`src/rtl/alarm_status_pkg.sv`:
```
// Shared constants and carriers for the converter alarm collection logic.
// Assumes one digital clock domain and a register port from the serial decoder.
package alarm_status_pkg;

  // ************************************************************
  // Register map
  // ************************************************************
  localparam int ADDR_W = 12;
  localparam int DATA_W = 8;
  localparam logic [ADDR_W-1:0] ALARM_SUMMARY_ADDR = 12'h2c0;
  localparam logic [ADDR_W-1:0] ALARM_FLAGS_ADDR = 12'h2c1;
  localparam logic [ADDR_W-1:0] ALARM_SOURCE_MASK_ADDR = 12'h2c2;
  localparam logic [ADDR_W-1:0] PER_LANE_FIFO_ERRORS_ADDR = 12'h2c4;

  // ************************************************************
  // Field positions and reset values
  // ************************************************************
  localparam int SUMMARY_BIT = 0;
  localparam int FIFO_FLAG_BIT = 5;
  localparam int PLL_FLAG_BIT = 4;
  localparam int LINK_FLAG_BIT = 3;
  localparam int REALIGN_FLAG_BIT = 2;
  localparam int RSVD_FLAG_BIT = 1;
  localparam int CLK_FLAG_BIT = 0;
  localparam int FLAG_W = 6;
  localparam logic [FLAG_W-1:0] FLAGS_RESET = 6'h3f;
  localparam logic [DATA_W-1:0] MASK_RESET = 8'h3f;
  localparam logic [FLAG_W-1:0] SOURCE_BITS = 6'h3d;
  localparam int MAX_LANES = 8;
  localparam logic [MAX_LANES-1:0] LANES_RESET = 8'hff;
  localparam logic [MAX_LANES-1:0] LANES_ALL = 8'hff;
  localparam int DIV_W = 4;

  // ************************************************************
  // Carriers
  // ************************************************************
  typedef struct packed {
    logic wrEn;
    logic rdEn;
    logic [ADDR_W-1:0] addr;
    logic [DATA_W-1:0] wrData;
  } regReq_type;

  typedef struct packed {
    logic [MAX_LANES-1:0] laneFifoErr;
    logic pllLocked;
    logic serialLinkEnable;
    logic mode64b66b;
    logic dataTransmitState;
    logic linkRealignEvent;
    logic clockRealignEvent;
    logic [DIV_W-1:0] dividerPhaseAB;
    logic [DIV_W-1:0] dividerPhaseCD;
  } alarmSrc_type;

endpackage : alarm_status_pkg

```
`src/rtl/adc_alarm_status_unit.sv`:
```
// Alarm collection, mask, summary and calibration status pin routing.
// Alarm sources come from device logic on mclk; register port from the serial decoder.
`timescale 1ns/1ps
// Contract
// - The summary bit is one when any unmasked status flag other than reserved bit 1 is set, else zero.
// - A select input routes the summary bit onto the calibration status pin.
// - Any lane FIFO underflow or overflow sets status bit 5.
// - Each lane keeps its own FIFO error record readable by software.
// - A serializer PLL out of lock sets status bit 4.
// - In 8b/10b modes an enabled link outside its data state sets status bit 3.
// - In 64b/66b modes link start-up and every realignment set status bit 3.
// - A SYSREF clock realignment sets status bit 2.
// - Channel AB dividers differing from CD dividers set status bit 0.
// - A flag stays set until written with one; writing zero leaves it.
// - Reset leaves every alarm flag at one, status reads 0x3f.
// - With the link disabled all flags but the clock alarm are undefined.
// - The mask resets to 0x3f so all sources start excluded.
// - A set mask bit removes the flag in the same position from the summary.
// - Writing one to the FIFO flag also clears every per-lane record bit.
module adc_alarm_status_unit (
  // Clock and reset
  input wire logic mclk,
  input wire logic rst_n,
  // Register port
  input alarm_status_pkg::regReq_type regReq,
  output logic [alarm_status_pkg::DATA_W-1:0] regRdData,
  // Alarm sources
  input alarm_status_pkg::alarmSrc_type alarmSrc,
  // Calibration status pin and summary output
  input wire logic calStatusSelAlarm,
  input wire logic calStatusIn,
  output logic calibrationStatusPin,
  output logic alarmSummary
);
  import alarm_status_pkg::*;

  // ************************************************************
  // State
  // ************************************************************
  typedef struct packed {
    logic [DATA_W-1:0] mask;
    logic [DATA_W-1:0] rdData;
    logic summary;
    logic calPin;
    logic linkEnPrev;
  } state_type;

  state_type state_r;
  state_type state_nxt;
  logic [FLAG_W-1:0] flagSet;
  logic [FLAG_W-1:0] flagClr;
  logic [FLAG_W-1:0] alarmFlags;
  logic [MAX_LANES-1:0] laneClr;
  logic [MAX_LANES-1:0] laneFlags;
  logic linkStartup;

  function automatic logic writesTo(input regReq_type req, input logic [ADDR_W-1:0] a);
    return req.wrEn && (req.addr == a);
  endfunction : writesTo

  // ************************************************************
  // Alarm sources
  // ************************************************************
  // Undefined-while-disabled flags other than the link flag (bit 3) are still driven by the raw sources
  always_comb begin
    linkStartup = alarmSrc.serialLinkEnable && !state_r.linkEnPrev;
    flagSet = '0;
    flagSet[FIFO_FLAG_BIT] = |alarmSrc.laneFifoErr;
    flagSet[PLL_FLAG_BIT] = !alarmSrc.pllLocked;
    if (alarmSrc.serialLinkEnable) begin
      if (alarmSrc.mode64b66b) begin
        flagSet[LINK_FLAG_BIT] = linkStartup || alarmSrc.linkRealignEvent;
      end else begin
        flagSet[LINK_FLAG_BIT] = !alarmSrc.dataTransmitState;
      end
    end
    flagSet[REALIGN_FLAG_BIT] = alarmSrc.clockRealignEvent;
    flagSet[CLK_FLAG_BIT] = alarmSrc.dividerPhaseAB != alarmSrc.dividerPhaseCD;
    flagClr = '0;
    if (writesTo(regReq, ALARM_FLAGS_ADDR)) begin
      flagClr = regReq.wrData[FLAG_W-1:0];
    end
    laneClr = '0;
    if (writesTo(regReq, PER_LANE_FIFO_ERRORS_ADDR)) begin
      laneClr = regReq.wrData;
    end
    if (writesTo(regReq, ALARM_FLAGS_ADDR) && regReq.wrData[FIFO_FLAG_BIT]) begin
      laneClr = LANES_ALL;
    end
  end

  alarm_sticky_bank #(
    .W(FLAG_W),
    .RESET_VAL(FLAGS_RESET)
  ) u_flags (
    .mclk(mclk),
    .rst_n(rst_n),
    .setReq(flagSet),
    .clrReq(flagClr),
    .flags(alarmFlags)
  );

  // Lane record has no reserved bits, so it shares the same bank logic
  alarm_sticky_bank #(
    .W(MAX_LANES),
    .RESET_VAL(LANES_RESET)
  ) u_lanes (
    .mclk(mclk),
    .rst_n(rst_n),
    .setReq(alarmSrc.laneFifoErr),
    .clrReq(laneClr),
    .flags(laneFlags)
  );

  // ************************************************************
  // Registers and outputs
  // ************************************************************
  always_comb begin
    state_nxt = state_r;
    state_nxt.linkEnPrev = alarmSrc.serialLinkEnable;
    if (writesTo(regReq, ALARM_SOURCE_MASK_ADDR)) begin
      state_nxt.mask = regReq.wrData;
    end
    // Summary lags the flags by one cycle so the pin stays a clean flop output
    state_nxt.summary = |(alarmFlags & ~state_r.mask[FLAG_W-1:0] & SOURCE_BITS);
    state_nxt.calPin = calStatusSelAlarm ? state_r.summary : calStatusIn;
    if (regReq.rdEn) begin
      case (regReq.addr)
        ALARM_SUMMARY_ADDR: begin
          state_nxt.rdData = '0;
          state_nxt.rdData[SUMMARY_BIT] = state_r.summary;
        end
        ALARM_FLAGS_ADDR: begin
          state_nxt.rdData = {{(DATA_W-FLAG_W){1'b0}}, alarmFlags};
        end
        ALARM_SOURCE_MASK_ADDR: begin
          state_nxt.rdData = state_r.mask;
        end
        PER_LANE_FIFO_ERRORS_ADDR: begin
          state_nxt.rdData = laneFlags;
        end
        default: begin
          state_nxt.rdData = '0;
        end
      endcase
    end
    if (!rst_n) begin
      state_nxt.mask = MASK_RESET;
      state_nxt.rdData = '0;
      state_nxt.summary = 1'b0;
      state_nxt.calPin = 1'b0;
      state_nxt.linkEnPrev = 1'b0;
    end
  end

  always_ff @(posedge mclk) begin
    state_r <= state_nxt;
  end

  assign regRdData = state_r.rdData;
  assign calibrationStatusPin = state_r.calPin;
  assign alarmSummary = state_r.summary;
endmodule : adc_alarm_status_unit

```
`src/rtl/alarm_sticky_bank.sv`:
```
// Bank of sticky flags: hardware sets, software clears by writing one.
// Set and clear requests arrive on the same clock as the bank.
`timescale 1ns/1ps
module alarm_sticky_bank #(
  parameter int W = 8,
  parameter logic [W-1:0] RESET_VAL = '1
) (
  // Clock and reset
  input wire logic mclk,
  input wire logic rst_n,
  // Requests
  input wire logic [W-1:0] setReq,
  input wire logic [W-1:0] clrReq,
  // Flags
  output logic [W-1:0] flags
);

  typedef struct packed {
    logic [W-1:0] flags;
  } bank_type;

  bank_type bank_r;
  bank_type bank_nxt;

  always_comb begin
    bank_nxt = bank_r;
    // A condition still present during a clearing write keeps the flag up
    bank_nxt.flags = (bank_r.flags & ~clrReq) | setReq;
    if (!rst_n) begin
      bank_nxt.flags = RESET_VAL;
    end
  end

  always_ff @(posedge mclk) begin
    bank_r <= bank_nxt;
  end

  assign flags = bank_r.flags;
endmodule : alarm_sticky_bank

```
`config.mk`:
```
export PLATFORM = sky130hd
export DESIGN_NAME = adc_alarm_status_unit
export DESIGN_NICKNAME = d
export VERILOG_FILES = /design/src/rtl/alarm_status_pkg.sv /design/src/rtl/adc_alarm_status_unit.sv /design/src/rtl/alarm_sticky_bank.sv
export SDC_FILE = /design/constraint.sdc
export NUM_CORES = 1
export LEC_CHECK = 0
export BUFFER_PORTS_ARGS = -buffer_cell sky130_fd_sc_hd__buf_2
export CORE_ASPECT_RATIO = 0.6
export CORE_MARGIN = 3
export CORE_UTILIZATION = 52
export CTS_CLUSTER_DIAMETER = 50
export CTS_CLUSTER_SIZE = 16
export DETAILED_ROUTE_END_ITERATION = 12
export GPL_TIMING_DRIVEN = 0
export MAX_ROUTING_LAYER = met4
export PLACE_DENSITY_LB_ADDON = 0.08
export SYNTH_ARGS = -nofsm -noshare
export SYNTH_HDL_FRONTEND = slang
export SYNTH_SLANG_ARGS = --single-unit
```
`constraint.sdc`:
```
create_clock -name mclk -period 6.2 [get_ports mclk]
set_input_delay 1.24 -clock mclk [delete_from_list [all_inputs] [get_ports mclk]]
set_output_delay 1.24 -clock mclk [all_outputs]
set_load 0.02 [all_outputs]
```
Word level (Yosys, flattened, before mapping)
Cells that the tools add are included.
Cells by class
  $add $sub $neg: 0
  $mul: 0
  divide/modulo/power cells: 0
  $lt $le $gt $ge: 0
  eq/ne operators: 5
  shifts and indexed selects: 0
  multiplexer cells: 7
  bitwise operators: 8
  reduce and logical (&&, ||, !) cells: 11
Operators with widths (count)
  $eq A12 B10 Y1 const B: 4
  $pmux W8 S4: 1
  $mux W8: 2
  $and A6 B6 Y6: 2
  $not A6 Y6: 2
  $and A8 B8 Y8: 1
  $not A8 Y8: 1
  $or A8 B8 Y8: 1
  $reduce_or A8 Y1: 1
  $mux W6: 1
  $or A6 B6 Y6: 1
  $logic_and A1 B1 Y1: 5
  $reduce_or A5 Y1: 1
  $ne A4 B4 Y1: 1
  $logic_not A1 Y1: 3
  $mux W1: 3
  $logic_or A1 B1 Y1: 1
Word-level totals
  register bits after elaboration: 33
  latch bits: 0
  RAM bits: 0
  memory bits (read-only): 0
  bits of input ports: 48
  logic and storage cells: 38
  memories: 0

Depth between registers and ports, before layout
Gate-level depths: netlist of the first run.
  depth in word-level cells: 7
  depth in mapped cells: 7
  mapped depth without buffers: 4

Modules after synthesis
From an unflattened synthesis of the first run, not the netlist that was laid out.
Second synthesis, totals
  cell total of the unflattened synthesis: 188
  area, all modules: 1749.2 um^2
Modules (own cells, without submodules)
  adc_alarm_status_unit: times used 1, cells each 145, area each 1261.2 um^2, sequential area each 380.4 um^2
  alarm_sticky_bank at u_lanes: times used 1, cells each 25, area each 285.3 um^2, sequential area each 160.2 um^2
  alarm_sticky_bank at u_flags: times used 1, cells each 18, area each 202.7 um^2, sequential area each 120.1 um^2

Worst setup path before layout of the first run
Ideal clock, no wire load.
  kind: input-to-reg
  start: in regReq[16] in the netlist's numbering
  end: reg state_r[12] in the netlist's numbering
  library setup time: 0.141 ns
  arrival time: 2.683 ns
  required time: 6.059 ns
  slack: 3.376 ns
  stages on the path: 6
  path buffers: 2
  path through: or4b_4 > or4_1 > buf_2 > buf_6 > nand2_2 > o211ai_2
Between the ends
  cells in the longest elaborated chain, start to end: 2
RTL lines
  start, declared: line adc_alarm_status_unit.sv:25  | input alarm_status_pkg::regReq_type regReq,
  $eq A12 B10 Y1: line adc_alarm_status_unit.sv:58  | return req.wrEn && (req.addr == a);
  $logic_and A1 B1 Y1: line adc_alarm_status_unit.sv:58
  end signal, assigned: line adc_alarm_status_unit.sv:157  | state_r <= state_nxt;
  end, declared: line adc_alarm_status_unit.sv:48  | state_type state_r;
Every way passes these cells.
A chain may end at the register's enable or synchronous reset.

Worst setup path after layout of the first run
  start: in regReq[16] in the netlist's numbering
  end: reg u_lanes.bank_r, in the netlist u_lanes.flags[1]
Between the ends
  cells in the longest elaborated chain, start to end: 7
  elaborated cells between the ends (all ways): 10
  those cells by class: eq/ne: 2; mux: 2; bitwise: 3; reduce/logical: 3
RTL lines
  $eq A12 B10 Y1: line adc_alarm_status_unit.sv:58
  $logic_and A1 B1 Y1: line adc_alarm_status_unit.sv:58
  $mux W8 / $logic_and A1 B1 Y1 (equally long branches): line adc_alarm_status_unit.sv:84, adc_alarm_status_unit.sv:87
  $mux W8 (*): line adc_alarm_status_unit.sv:87  | if (writesTo(regReq, ALARM_FLAGS_ADDR) && regReq.wrData[FIFO_FLAG_BIT]) begin
  $not A8 Y8 (*): line alarm_sticky_bank.sv:28  | bank_nxt.flags = (bank_r.flags & ~clrReq) | setReq;
  $and A8 B8 Y8 (*): line alarm_sticky_bank.sv:28
  $or A8 B8 Y8 (*): line alarm_sticky_bank.sv:28
  end signal, assigned: line alarm_sticky_bank.sv:35  | bank_r <= bank_nxt;
  end, declared: line alarm_sticky_bank.sv:22  | bank_type bank_r;
Mark *: on every way between the ends. The rest lies on a longest branch, timed or not.

==> results of run 1 <==
[through the flow]
step / setup WS (ns) / utilization (%) / cell area, µm² / cells / total power, mW
global placement: 3.10 / 71.2 / 1920 / 267 / 0.261
detailed placement: 3.05 / 71.2 / 1920 / 267 / 0.263
finish: 3.32 / 75.5 / 2040 / 275 / 0.466
global route: 3.16 / 75.5 / 2040 / 275 / 0.487
CTS: 3.35 / 75.5 / 2040 / 275 / 0.468
floorplan: 3.38 / - / 1590 / 172 / 0.240
[final cells by class]
type / instances / area (µm²) / area share, %
Buffer: 17 / 103 / 5.04
Clock buffer: 7 / 86.3 / 4.24
Clock inverter: 1 / 30.0 / 1.48
Inverter: 9 / 33.8 / 1.66
Multi-Input combinational cell: 113 / 797 / 39.2
Sequential cell: 33 / 661 / 32.5
Tap cell: 40 / 50.0 / 2.46
Timing Repair Buffer: 55 / 275 / 13.5
[how the worst max path moves through the flow]
stage          startpoint                     endpoint  depth (start not counted)
2_1_floorplan  regReq[16]     state_r[12]$_SDFFE_PN1P_                          6
3_3_place_gp   regReq[16]  u_lanes.flags[0]$_SDFF_PN1_                          5
3_5_place_dp   regReq[16]  u_lanes.flags[1]$_SDFF_PN1_                          5
4_1_cts        regReq[16]  u_lanes.flags[1]$_SDFF_PN1_                          5
5_1_grt        regReq[16]  u_lanes.flags[1]$_SDFF_PN1_                          5
6_report       regReq[16]  u_lanes.flags[1]$_SDFF_PN1_                          5
[logic make-up after synthesis]
group           count (synthesis)
xor+xnor                        5
buf+inv                        26
mux                             5
flops                          33
simple gates                   58
compound gates                 45
[synthesized netlist by cell type]
cell	count
nor4_1	2
nor2b_1	2
dfxtp_1	33
nand4bb_1	2
nand3_1	3
clkbuf_1	7
mux2i_1	5
o21ai_0	10
a211o_1	1
a31oi_1	1
or4b_4	1
or4_1	2
buf_6	1
nor2_1	5
buf_2	1
a222oi_1	1
nand2_2	5
xnor2_1	1
nand2b_1	4
a22oi_1	7
o2111ai_1	1
o21ai_1	1
nor3_1	3
a21o_1	1
or4bb_1	1
and2_1	1
o31ai_1	2
or3b_1	1
a21oi_1	1
nand3b_1	4
a311o_1	7
nand4b_1	1
inv_1	9
buf_4	8
nor3b_1	1
nand2_1	18
o211ai_2	5
a2bb2oi_1	7
nand4_1	1
nor4_2	1
xor2_1	4
[layer usage]
layer / routed length, µm / up-vias
met3: 447 / 18
met4: 109 / 0
met2: 1990 / 89
li1: - / 742
met1: 1830 / 706
met5: 0 / -
[flip-flops by register name (all words and copies together), names as in the netlist]
register and count:
alarmSummary 1, calibrationStatusPin 1, regRdData 8, state_r 9
u_flags.flags 6, u_lanes.flags 8
[worst max-delay path: stages]
cell and delay (ns):
buf_2 0.10, or4b_4 0.56, nor4_2 0.62, nand2_1 0.14
a311o_1 0.39
[report_power, final]
part | internal, mW | total [mW] | switching (mW)
sequential | 0.213 | 0.213 | 0.000205
clock | 0.131 | 0.207 | 0.0764
combinational | 0.0221 | 0.0461 | 0.0239
==> results.json, run 1 <==
{
  "yosysTopAreaCellShare_pct": 41.4,
  "grt_max_degree": 11,
  "crit_arrival_ns": 3.04,
  "synth_mux_area_share_pct": 3.14,
  "numPortBuffers": 55,
  "htreeDepth": 2,
  "regToRegStartpoint": "state_r[11]$_SDFFE_PN1P_",
  "ant_nets": 0,
  "antenna_found_initial": 0,
  "core_um2": 2700,
  "hold_class": "reg -> reg",
  "synth_top_family_by_area": "compound AO/OA/AOI/OAI gates",
  "row_count": 14,
  "final_layout_size_suffix_gt1_share_pct": 35.7,
  "initial_core_util_pct": 59.1,
  "dr.pass1.iters": 4,
  "worst_pin_slew_ns": 0.749,
  "grtUsageMet3_pct": 7.01,
  "timing.fmax_mhz": 348,
  "fillers": 210,
  "diodes": 0,
  "cts_hold_buf": 0,
  "synth_area_um2": 1590,
  "cts.sinks": 33,
  "met1_usage_pct": 28.7,
  "die_area_um2": 3790,
  "min_from": "regRdData[7]$_SDFFE_PN0P_",
  "outcome": "complete, no violations",
  "fin_crit_ns": 2.88,
  "hpwl_um": 3490,
  "maxSlewViolCount": 0,
  "rsz0062_at_grt": "false",
  "clk_latency_ns": 0.28,
  "synth_area_leaders": "dfxtp_1 41%, a311o_1 4.4%, nand2_1 4.2%",
  "reg2reg_setup_slack_ns": 5.11,
  "synth_nets": 220,
  "max_slew_margin_pct": 50.0,
  "crit_fanout": 7,
  "setup_viol": 0,
  "synth_compound_area_share_pct": 22.8,
  "detail_route.wl_per_cell_um": 15.9,
  "die_h_um": 48.9,
  "track_usage_pct": 24.4,
  "cts_tree": "done",
  "synth_seq_area_share_pct": 41.4,
  "min_period_over_period_pct": 46.4,
  "via_count": 1555,
  "yosys.area_share.simple_pct": 21.4,
  "cts_resized": 0,
  "synthAdderAreaFrac_pct": 0,
  "yosysWarnings": 0,
  "r2r-end": "regRdData[0]$_SDFFE_PN0P_",
  "worst_setup_path_end_kind": "flip-flop",
  "final_common_cell": "buf_2",
  "cts_setup_buffers": 0,
  "drc": 0,
  "whs_ns": 0.463,
  "power_per_cell_area_nw_per_um2": 229,
  "wirelength_um": 4380,
  "ys_types": 41,
  "reg2reg_depth": 4,
  "first_iter_violations": 121,
  "start_kind": "input pin",
  "synth-seq-cells": 33,
  "finalHoldViolations": 0,
  "skew_ns": 0.00467,
  "met2_usage_pct": 38.0,
  "max-cap-violations": 0,
  "syn_avg_cell_area_um2": 9.27,
  "grt_pass1_wl_um": 7070,
  "finalSetupTns_ns": 0,
  "cts_buffer_depth": 2,
  "whs_endpoint": "regRdData[7]$_SDFFE_PN0P_",
  "worstSetupPathType": "in -> reg",
  "die_x_um": 77.5,
  "viasPerCell": 5.65,
  "syn_to_final_growth_pct": 27.7,
  "grt.busiest_layer": "met2",
  "root_buffer": "clkbuf_8",
  "clk_pin_slew_worst_paths_ns": 0.06,
  "gr-total-overflow": 0,
  "min_path_cells": 2,
  "ios": 58,
  "p_leak_nw": 0.926,
  "required_ns": 6.37,
  "final_nets": 282,
  "final_cell_mix": "56 x buf_2, 33 x dfxtp_1, 18 x nand2_1",
  "vdd_drop_max_mv": 0.141,
  "synth_xor_area_share_pct": 2.75,
  "first_global_vias": 1605,
  "syn_inst": 172,
  "numCtsBuffers": 5,
  "gp_congestion": 0.852,
  "yosysTopAreaCell": "dfxtp_1"
}
(Power assumes the default switching activity.)
==> run 2: changes to the inputs <==
--- a/config.mk
+++ b/config.mk
@@ -8,7 +8,7 @@
 export BUFFER_PORTS_ARGS = -buffer_cell sky130_fd_sc_hd__buf_2
 export CORE_ASPECT_RATIO = 0.6
 export CORE_MARGIN = 3
-export CORE_UTILIZATION = 52
+export CORE_UTILIZATION = 49
 export CTS_CLUSTER_DIAMETER = 50
 export CTS_CLUSTER_SIZE = 16
 export DETAILED_ROUTE_END_ITERATION = 12
==> constraint.sdc (replaced) <==
create_clock -name mclk -period 2.93 [get_ports mclk]
set_input_delay 0.586 -clock mclk [delete_from_list [all_inputs] [get_ports mclk]]
set_output_delay 0.586 -clock mclk [all_outputs]
set_load 0.02 [all_outputs]
==> run 2 against run 1 <==
Combinational power rose by 110%. Largest power group is now clock. Critical path type unchanged. Setup slack got worse by 2.7 ns. Critical path depth did not move. Critical endpoint is now u_lanes.flags[0]$_SDFF_PN1_.
==> results.json, run 2 (synthesized netlist as in run 1, its figures left out) <==
{
  "outcome": "complete, no violations",
  "finalSetupTns_ns": 0,
  "p_leak_nw": 0.936,
  "die_h_um": 50.2,
  "rsz0062_at_grt": "false",
  "cts_buffer_depth": 2,
  "final_cell_mix": "56 x buf_2, 33 x dfxtp_1, 18 x nand2_1",
  "setup_slack_ns": 0.597,
  "crit_fanout": 7,
  "p_int_uw": 839,
  "clockPowerShare_pct": 48.8,
  "detail_route.wl_per_cell_um": 15.7,
  "gp_congestion": 0.836,
  "numPortBuffers": 55,
  "clk_latency_ns": 0.29,
  "maxSlewViolCount": 0,
  "htreeDepth": 2,
  "start_kind": "input pin",
  "ant_nets": 0,
  "dr.pass1.iters": 4,
  "cts_setup_buffers": 0,
  "final_layout_size_suffix_gt1_share_pct": 36.2,
  "hpwl_um": 3310,
  "initial_core_util_pct": 53.4,
  "final_nets": 282,
  "combPwrFrac_pct": 9.1,
  "regMostFlops": "state_r",
  "gr-total-overflow": 0,
  "cts_tree": "done",
  "min_period_over_period_pct": 79.6,
  "power_per_cell_area_nw_per_um2": 519,
  "fin_crit_ns": 2.33,
  "dp.cells": 269,
  "worst_pin_slew_ns": 0.862,
  "timing.fmax_mhz": 429,
  "track_usage_pct": 23.5,
  "max_slew_margin_pct": 42.0,
  "die_area_um2": 4000,
  "first_global_vias": 1487,
  "antenna_found_initial": 0,
  "cts_resized": 0,
  "syn_to_final_growth_pct": 29.2,
  "hold_class": "reg -> reg",
  "whs_ns": 0.463,
  "swShare_pct": 21.5,
  "wirelength_um": 4350,
  "worstSetupPathType": "in -> reg",
  "via_count": 1538,
  "largest_register_ffs": 9,
  "skew_ns": 0.00852,
  "first_iter_violations": 126,
  "row_count": 15,
  "core_um2": 2980,
  "design_area_um2": 2060,
  "crit_arrival_ns": 2.51,
  "drc": 0,
  "die_x_um": 79.6,
  "placed_area_um2": 1920,
  "setup_viol": 0,
  "pre_cts_slack_ns": 0.327,
  "grt_pass1_wl_um": 7060,
  "ios": 58,
  "cts_hold_buf": 0,
  "root_buffer": "clkbuf_8",
  "p_seq_share_pct": 42.1,
  "p_total_mw": 1.07,
  "clk_pin_slew_worst_paths_ns": 0.07,
  "diodes": 0,
  "required_ns": 3.10,
  "viasPerCell": 5.55,
  "cts.sinks": 33,
  "grt_max_degree": 13,
  "p_switching_uw": 230,
  "finalHoldViolations": 0,
  "vdd_drop_max_mv": 0.316,
  "final_common_cell": "buf_2",
  "final_util_pct": 69.0,
  "layout.cells.non_filler": 277,
  "numCtsBuffers": 5,
  "worst_setup_path_end_kind": "flip-flop",
  "max-cap-violations": 0
}
## run 2: cell count changes in the layout (fill, tap and decap cells not counted), sizes merged
cell	before	now
bufinv	1	2
inv	9	10
clkbuf	14	12
## run 2: power by group through the flow
stage | clock network [mW] | registers, mW | logic, mW
global placement | 0 | 0.460 | 0.0924
global route | 0.547 | 0.450 | 0.106
detailed placement | 0 | 0.460 | 0.0947
CTS | 0.525 | 0.450 | 0.0959
floorplan | 0 | 0.461 | 0.0468
finish | 0.522 | 0.450 | 0.0975
## run 2: cell type report
cell class,count,area [µm²]
Timing Repair Buffer,55,275
Multi-Input combinational cell,113,797
Clock buffer,5,68.8
Sequential cell,33,661
Tap cell,42,52.6
Inverter,9,33.8
Clock inverter,3,68.8
Fill cell,235,925
Buffer,17,103
## run 2: metal layers
metal,GRT usage [%],wire length [µm],vias up
met5,-,0,-
li1,-,-,744
met3,5.38,431,5
met4,6.00,44,0
met2,35.7,1910,73
met1,31.7,1970,716
## run 2: worst paths after layout
| kind | start | endpoint | slack, ns | cells after the start |
|---|---|---|---|---|
| setup reg to reg | state_r[15]$_SDFFE_PN1P_ | alarmSummary$_SDFF_PN0_ | 1.86 | 3 |
| hold reg to reg | regRdData[3]$_SDFFE_PN0P_ | regRdData[3]$_SDFFE_PN0P_ | 0.46 | 2 |
| hold / removal | regRdData[3]$_SDFFE_PN0P_ | regRdData[3]$_SDFFE_PN0P_ | 0.46 | 2 |
| setup / recovery | regReq[16] | u_lanes.flags[0]$_SDFF_PN1_ | 0.60 | 5 |
## run 2: worst max-delay path: stages
cell and delay, ns:
buf_2 0.09, or4b_4 0.56, nor4_2 0.74, nand2_1 0.15, a311o_1 0.37
==> run 3: changes to the inputs <==
--- a/config.mk
+++ b/config.mk
@@ -8,7 +8,7 @@
 export BUFFER_PORTS_ARGS = -buffer_cell sky130_fd_sc_hd__buf_2
 export CORE_ASPECT_RATIO = 0.6
 export CORE_MARGIN = 3
-export CORE_UTILIZATION = 49
+export CORE_UTILIZATION = 44
 export CTS_CLUSTER_DIAMETER = 50
 export CTS_CLUSTER_SIZE = 16
 export DETAILED_ROUTE_END_ITERATION = 12
==> constraint.sdc (replaced) <==
create_clock -name mclk -period 1.88 [get_ports mclk]
set_input_delay 0.376 -clock mclk [delete_from_list [all_inputs] [get_ports mclk]]
set_output_delay 0.376 -clock mclk [all_outputs]
set_load 0.02 [all_outputs]
==> run 3 against run 2 <==
Setup slack lost 0.53 ns. Flip-flop and latch count unchanged. Count of clock-buffer cells in the layout up 1. Clock skew is 0.0027 ns lower. Total power grew 34%. Largest power group is now sequential cells. Critical path depth is 1 higher. Hold slack lost 0.21 ns. First-iteration DRC count decreased by 36%. Combinational power is 62% higher.
==> results.json, run 3 (synthesized netlist as in run 1, its figures left out) <==
{
  "power_per_cell_area_nw_per_um2": 687,
  "worst_setup_path_end_kind": "flip-flop",
  "outcome": "complete, no violations",
  "rsz0062_at_grt": "false",
  "multi_input_area_um2": 831,
  "row_count": 16,
  "cts_buffer_depth": 2,
  "reg2reg_depth": 3,
  "min_from": "alarmSrc[13]",
  "combPwrFrac_pct": 11.0,
  "diodes": 0,
  "core_um2": 3360,
  "timing.fmax_mhz": 551,
  "die_h_um": 52.6,
  "final_layout_size_suffix_gt1_share_pct": 38.4,
  "fin_crit_ns": 1.81,
  "via_count": 1548,
  "grt_max_degree": 12,
  "gp_congestion": 0.831,
  "largest_register_ffs": 9,
  "p_leak_nw": 0.956,
  "wirelength_um": 4450,
  "p_int_mw": 1.07,
  "reg2reg_setup_slack_ns": 0.73,
  "maxSlewViolCount": 0,
  "hold_class": "in -> reg",
  "skew_ns": 0.00586,
  "max_slew_margin_pct": 49.8,
  "p_switching_uw": 357,
  "htreeDepth": 2,
  "whs_endpoint": "u_flags.flags[4]$_SDFF_PN1_",
  "root_buffer": "clkbuf_8",
  "first_iter_violations": 81,
  "min_path_cells": 2,
  "antenna_found_initial": 0,
  "gr-total-overflow": 0,
  "drc": 0,
  "swShare_pct": 25.0,
  "p_seq_share_pct": 49.1,
  "required_ns": 2.06,
  "worstSetupPathType": "in -> reg",
  "finalHoldViolations": 0,
  "syn_to_final_growth_pct": 30.5,
  "die_x_um": 83.7,
  "numCtsBuffers": 5,
  "track_usage_pct": 21.9,
  "r2r-end": "alarmSummary$_SDFF_PN0_",
  "start_kind": "input pin",
  "clk_pin_slew_worst_paths_ns": 0.07,
  "clockPowerShare_pct": 39.9,
  "crit_arrival_ns": 1.99,
  "cts_tree": "done",
  "final_common_cell": "buf_2",
  "dr.pass1.iters": 4,
  "ios": 58,
  "setup_viol": 0,
  "numPortBuffers": 55,
  "final_cell_mix": "55 x buf_2, 33 x dfxtp_1, 18 x nand2_1",
  "vdd_drop_max_mv": 0.486,
  "max-cap-violations": 0,
  "fillers": 294,
  "viasPerCell": 5.49,
  "whs_ns": 0.255,
  "final_nets": 284,
  "crit_fanout": 8,
  "die_area_um2": 4400,
  "cts_hold_buf": 0,
  "min_period_over_period_pct": 96.5,
  "register_area_um2": 661,
  "initial_core_util_pct": 47.4,
  "detail_route.wl_per_cell_um": 15.8,
  "grt_pass1_wl_um": 7200,
  "ant_nets": 0,
  "final_util_pct": 61.9,
  "first_global_vias": 1539,
  "clk_latency_ns": 0.29,
  "regMostFlops": "state_r",
  "regToRegStartpoint": "state_r[16]$_SDFFE_PN1P_",
  "cts.sinks": 33,
  "worst_pin_slew_ns": 0.751,
  "hpwl_um": 3460
}
run 3: layout make-up:
type | count | area share [%]
multi-input combinational | 113 | 39.9
timing repair buffer | 57 | 14.0
inverter | 9 | 1.62
clock buffer | 6 | 3.97
buffer | 17 | 5.41
tap | 45 | 2.71
clock inverter | 2 | 0.661
sequential | 33 | 31.7
run 3: worst max-delay path by stage:
stage,startpoint,end,slack [ns],depth (start not counted)
6_report,regReq[18],u_lanes.flags[7]$_SDFF_PN1_,0.07,6
5_1_grt,regReq[18],regRdData[6]$_SDFFE_PN0P_,0.02,5
4_1_cts,regReq[18],u_lanes.flags[0]$_SDFF_PN1_,0.03,5
3_5_place_dp,regReq[18],u_lanes.flags[7]$_SDFF_PN1_,-0.40,5
3_3_place_gp,regReq[18],u_lanes.flags[7]$_SDFF_PN1_,-0.32,5
2_1_floorplan,regReq[18],state_r[12]$_SDFFE_PN1P_,-0.03,6
run 3: power groups by stage:
stage | logic (mW) | clock network, mW | registers (mW)
5_1_grt | 0.172 | 0.608 | 0.701
3_3_place_gp | 0.147 | 0 | 0.717
2_1_floorplan | 0.0758 | 0 | 0.718
6_report | 0.158 | 0.570 | 0.701
3_5_place_dp | 0.153 | 0 | 0.717
4_1_cts | 0.154 | 0.584 | 0.701
run 3: repair_timing:
action | CTS | global route
resized for setup | 0 | 2
endpoints found under the setup margin | 7 | 8
pin swaps | 0 | 1
endpoints found under the hold margin | 0 | 0
buffers inserted | 1 | 1
gates cloned | 0 | 0
run 3: critical path, stage by stage:
cell and delay (ns):
buf_2 0.10, or4b_4 0.59, nor4_4 0.30, nand3b_1 0.12, buf_4 0.19, a311o_1 0.32
run 3: per-stage QoR:
step / total power, mW / cell area (µm²) / TNS, ns / instances / setup WS (ns)
2_1_floorplan: 0.794 / 1630 / -0.124 / 172 / -0.0259
3_3_place_gp: 0.864 / 1960 / -4.70 / 272 / -0.320
3_5_place_dp: 0.871 / 1960 / -5.76 / 272 / -0.396
4_1_cts: 1.44 / 2060 / 0 / 281 / 0.0316
5_1_grt: 1.48 / 2080 / 0 / 282 / 0.0190
6_report: 1.43 / 2080 / 0 / 282 / 0.0658
run 3: routing by layer:
layer  up-vias  track usage [%]  routed length, µm
li1        751                -                  -
met1       706             26.2               1910
met3        10             6.91                453
met4         0             6.42                 63
met5         -                -                  0
met2        81             36.0               2020
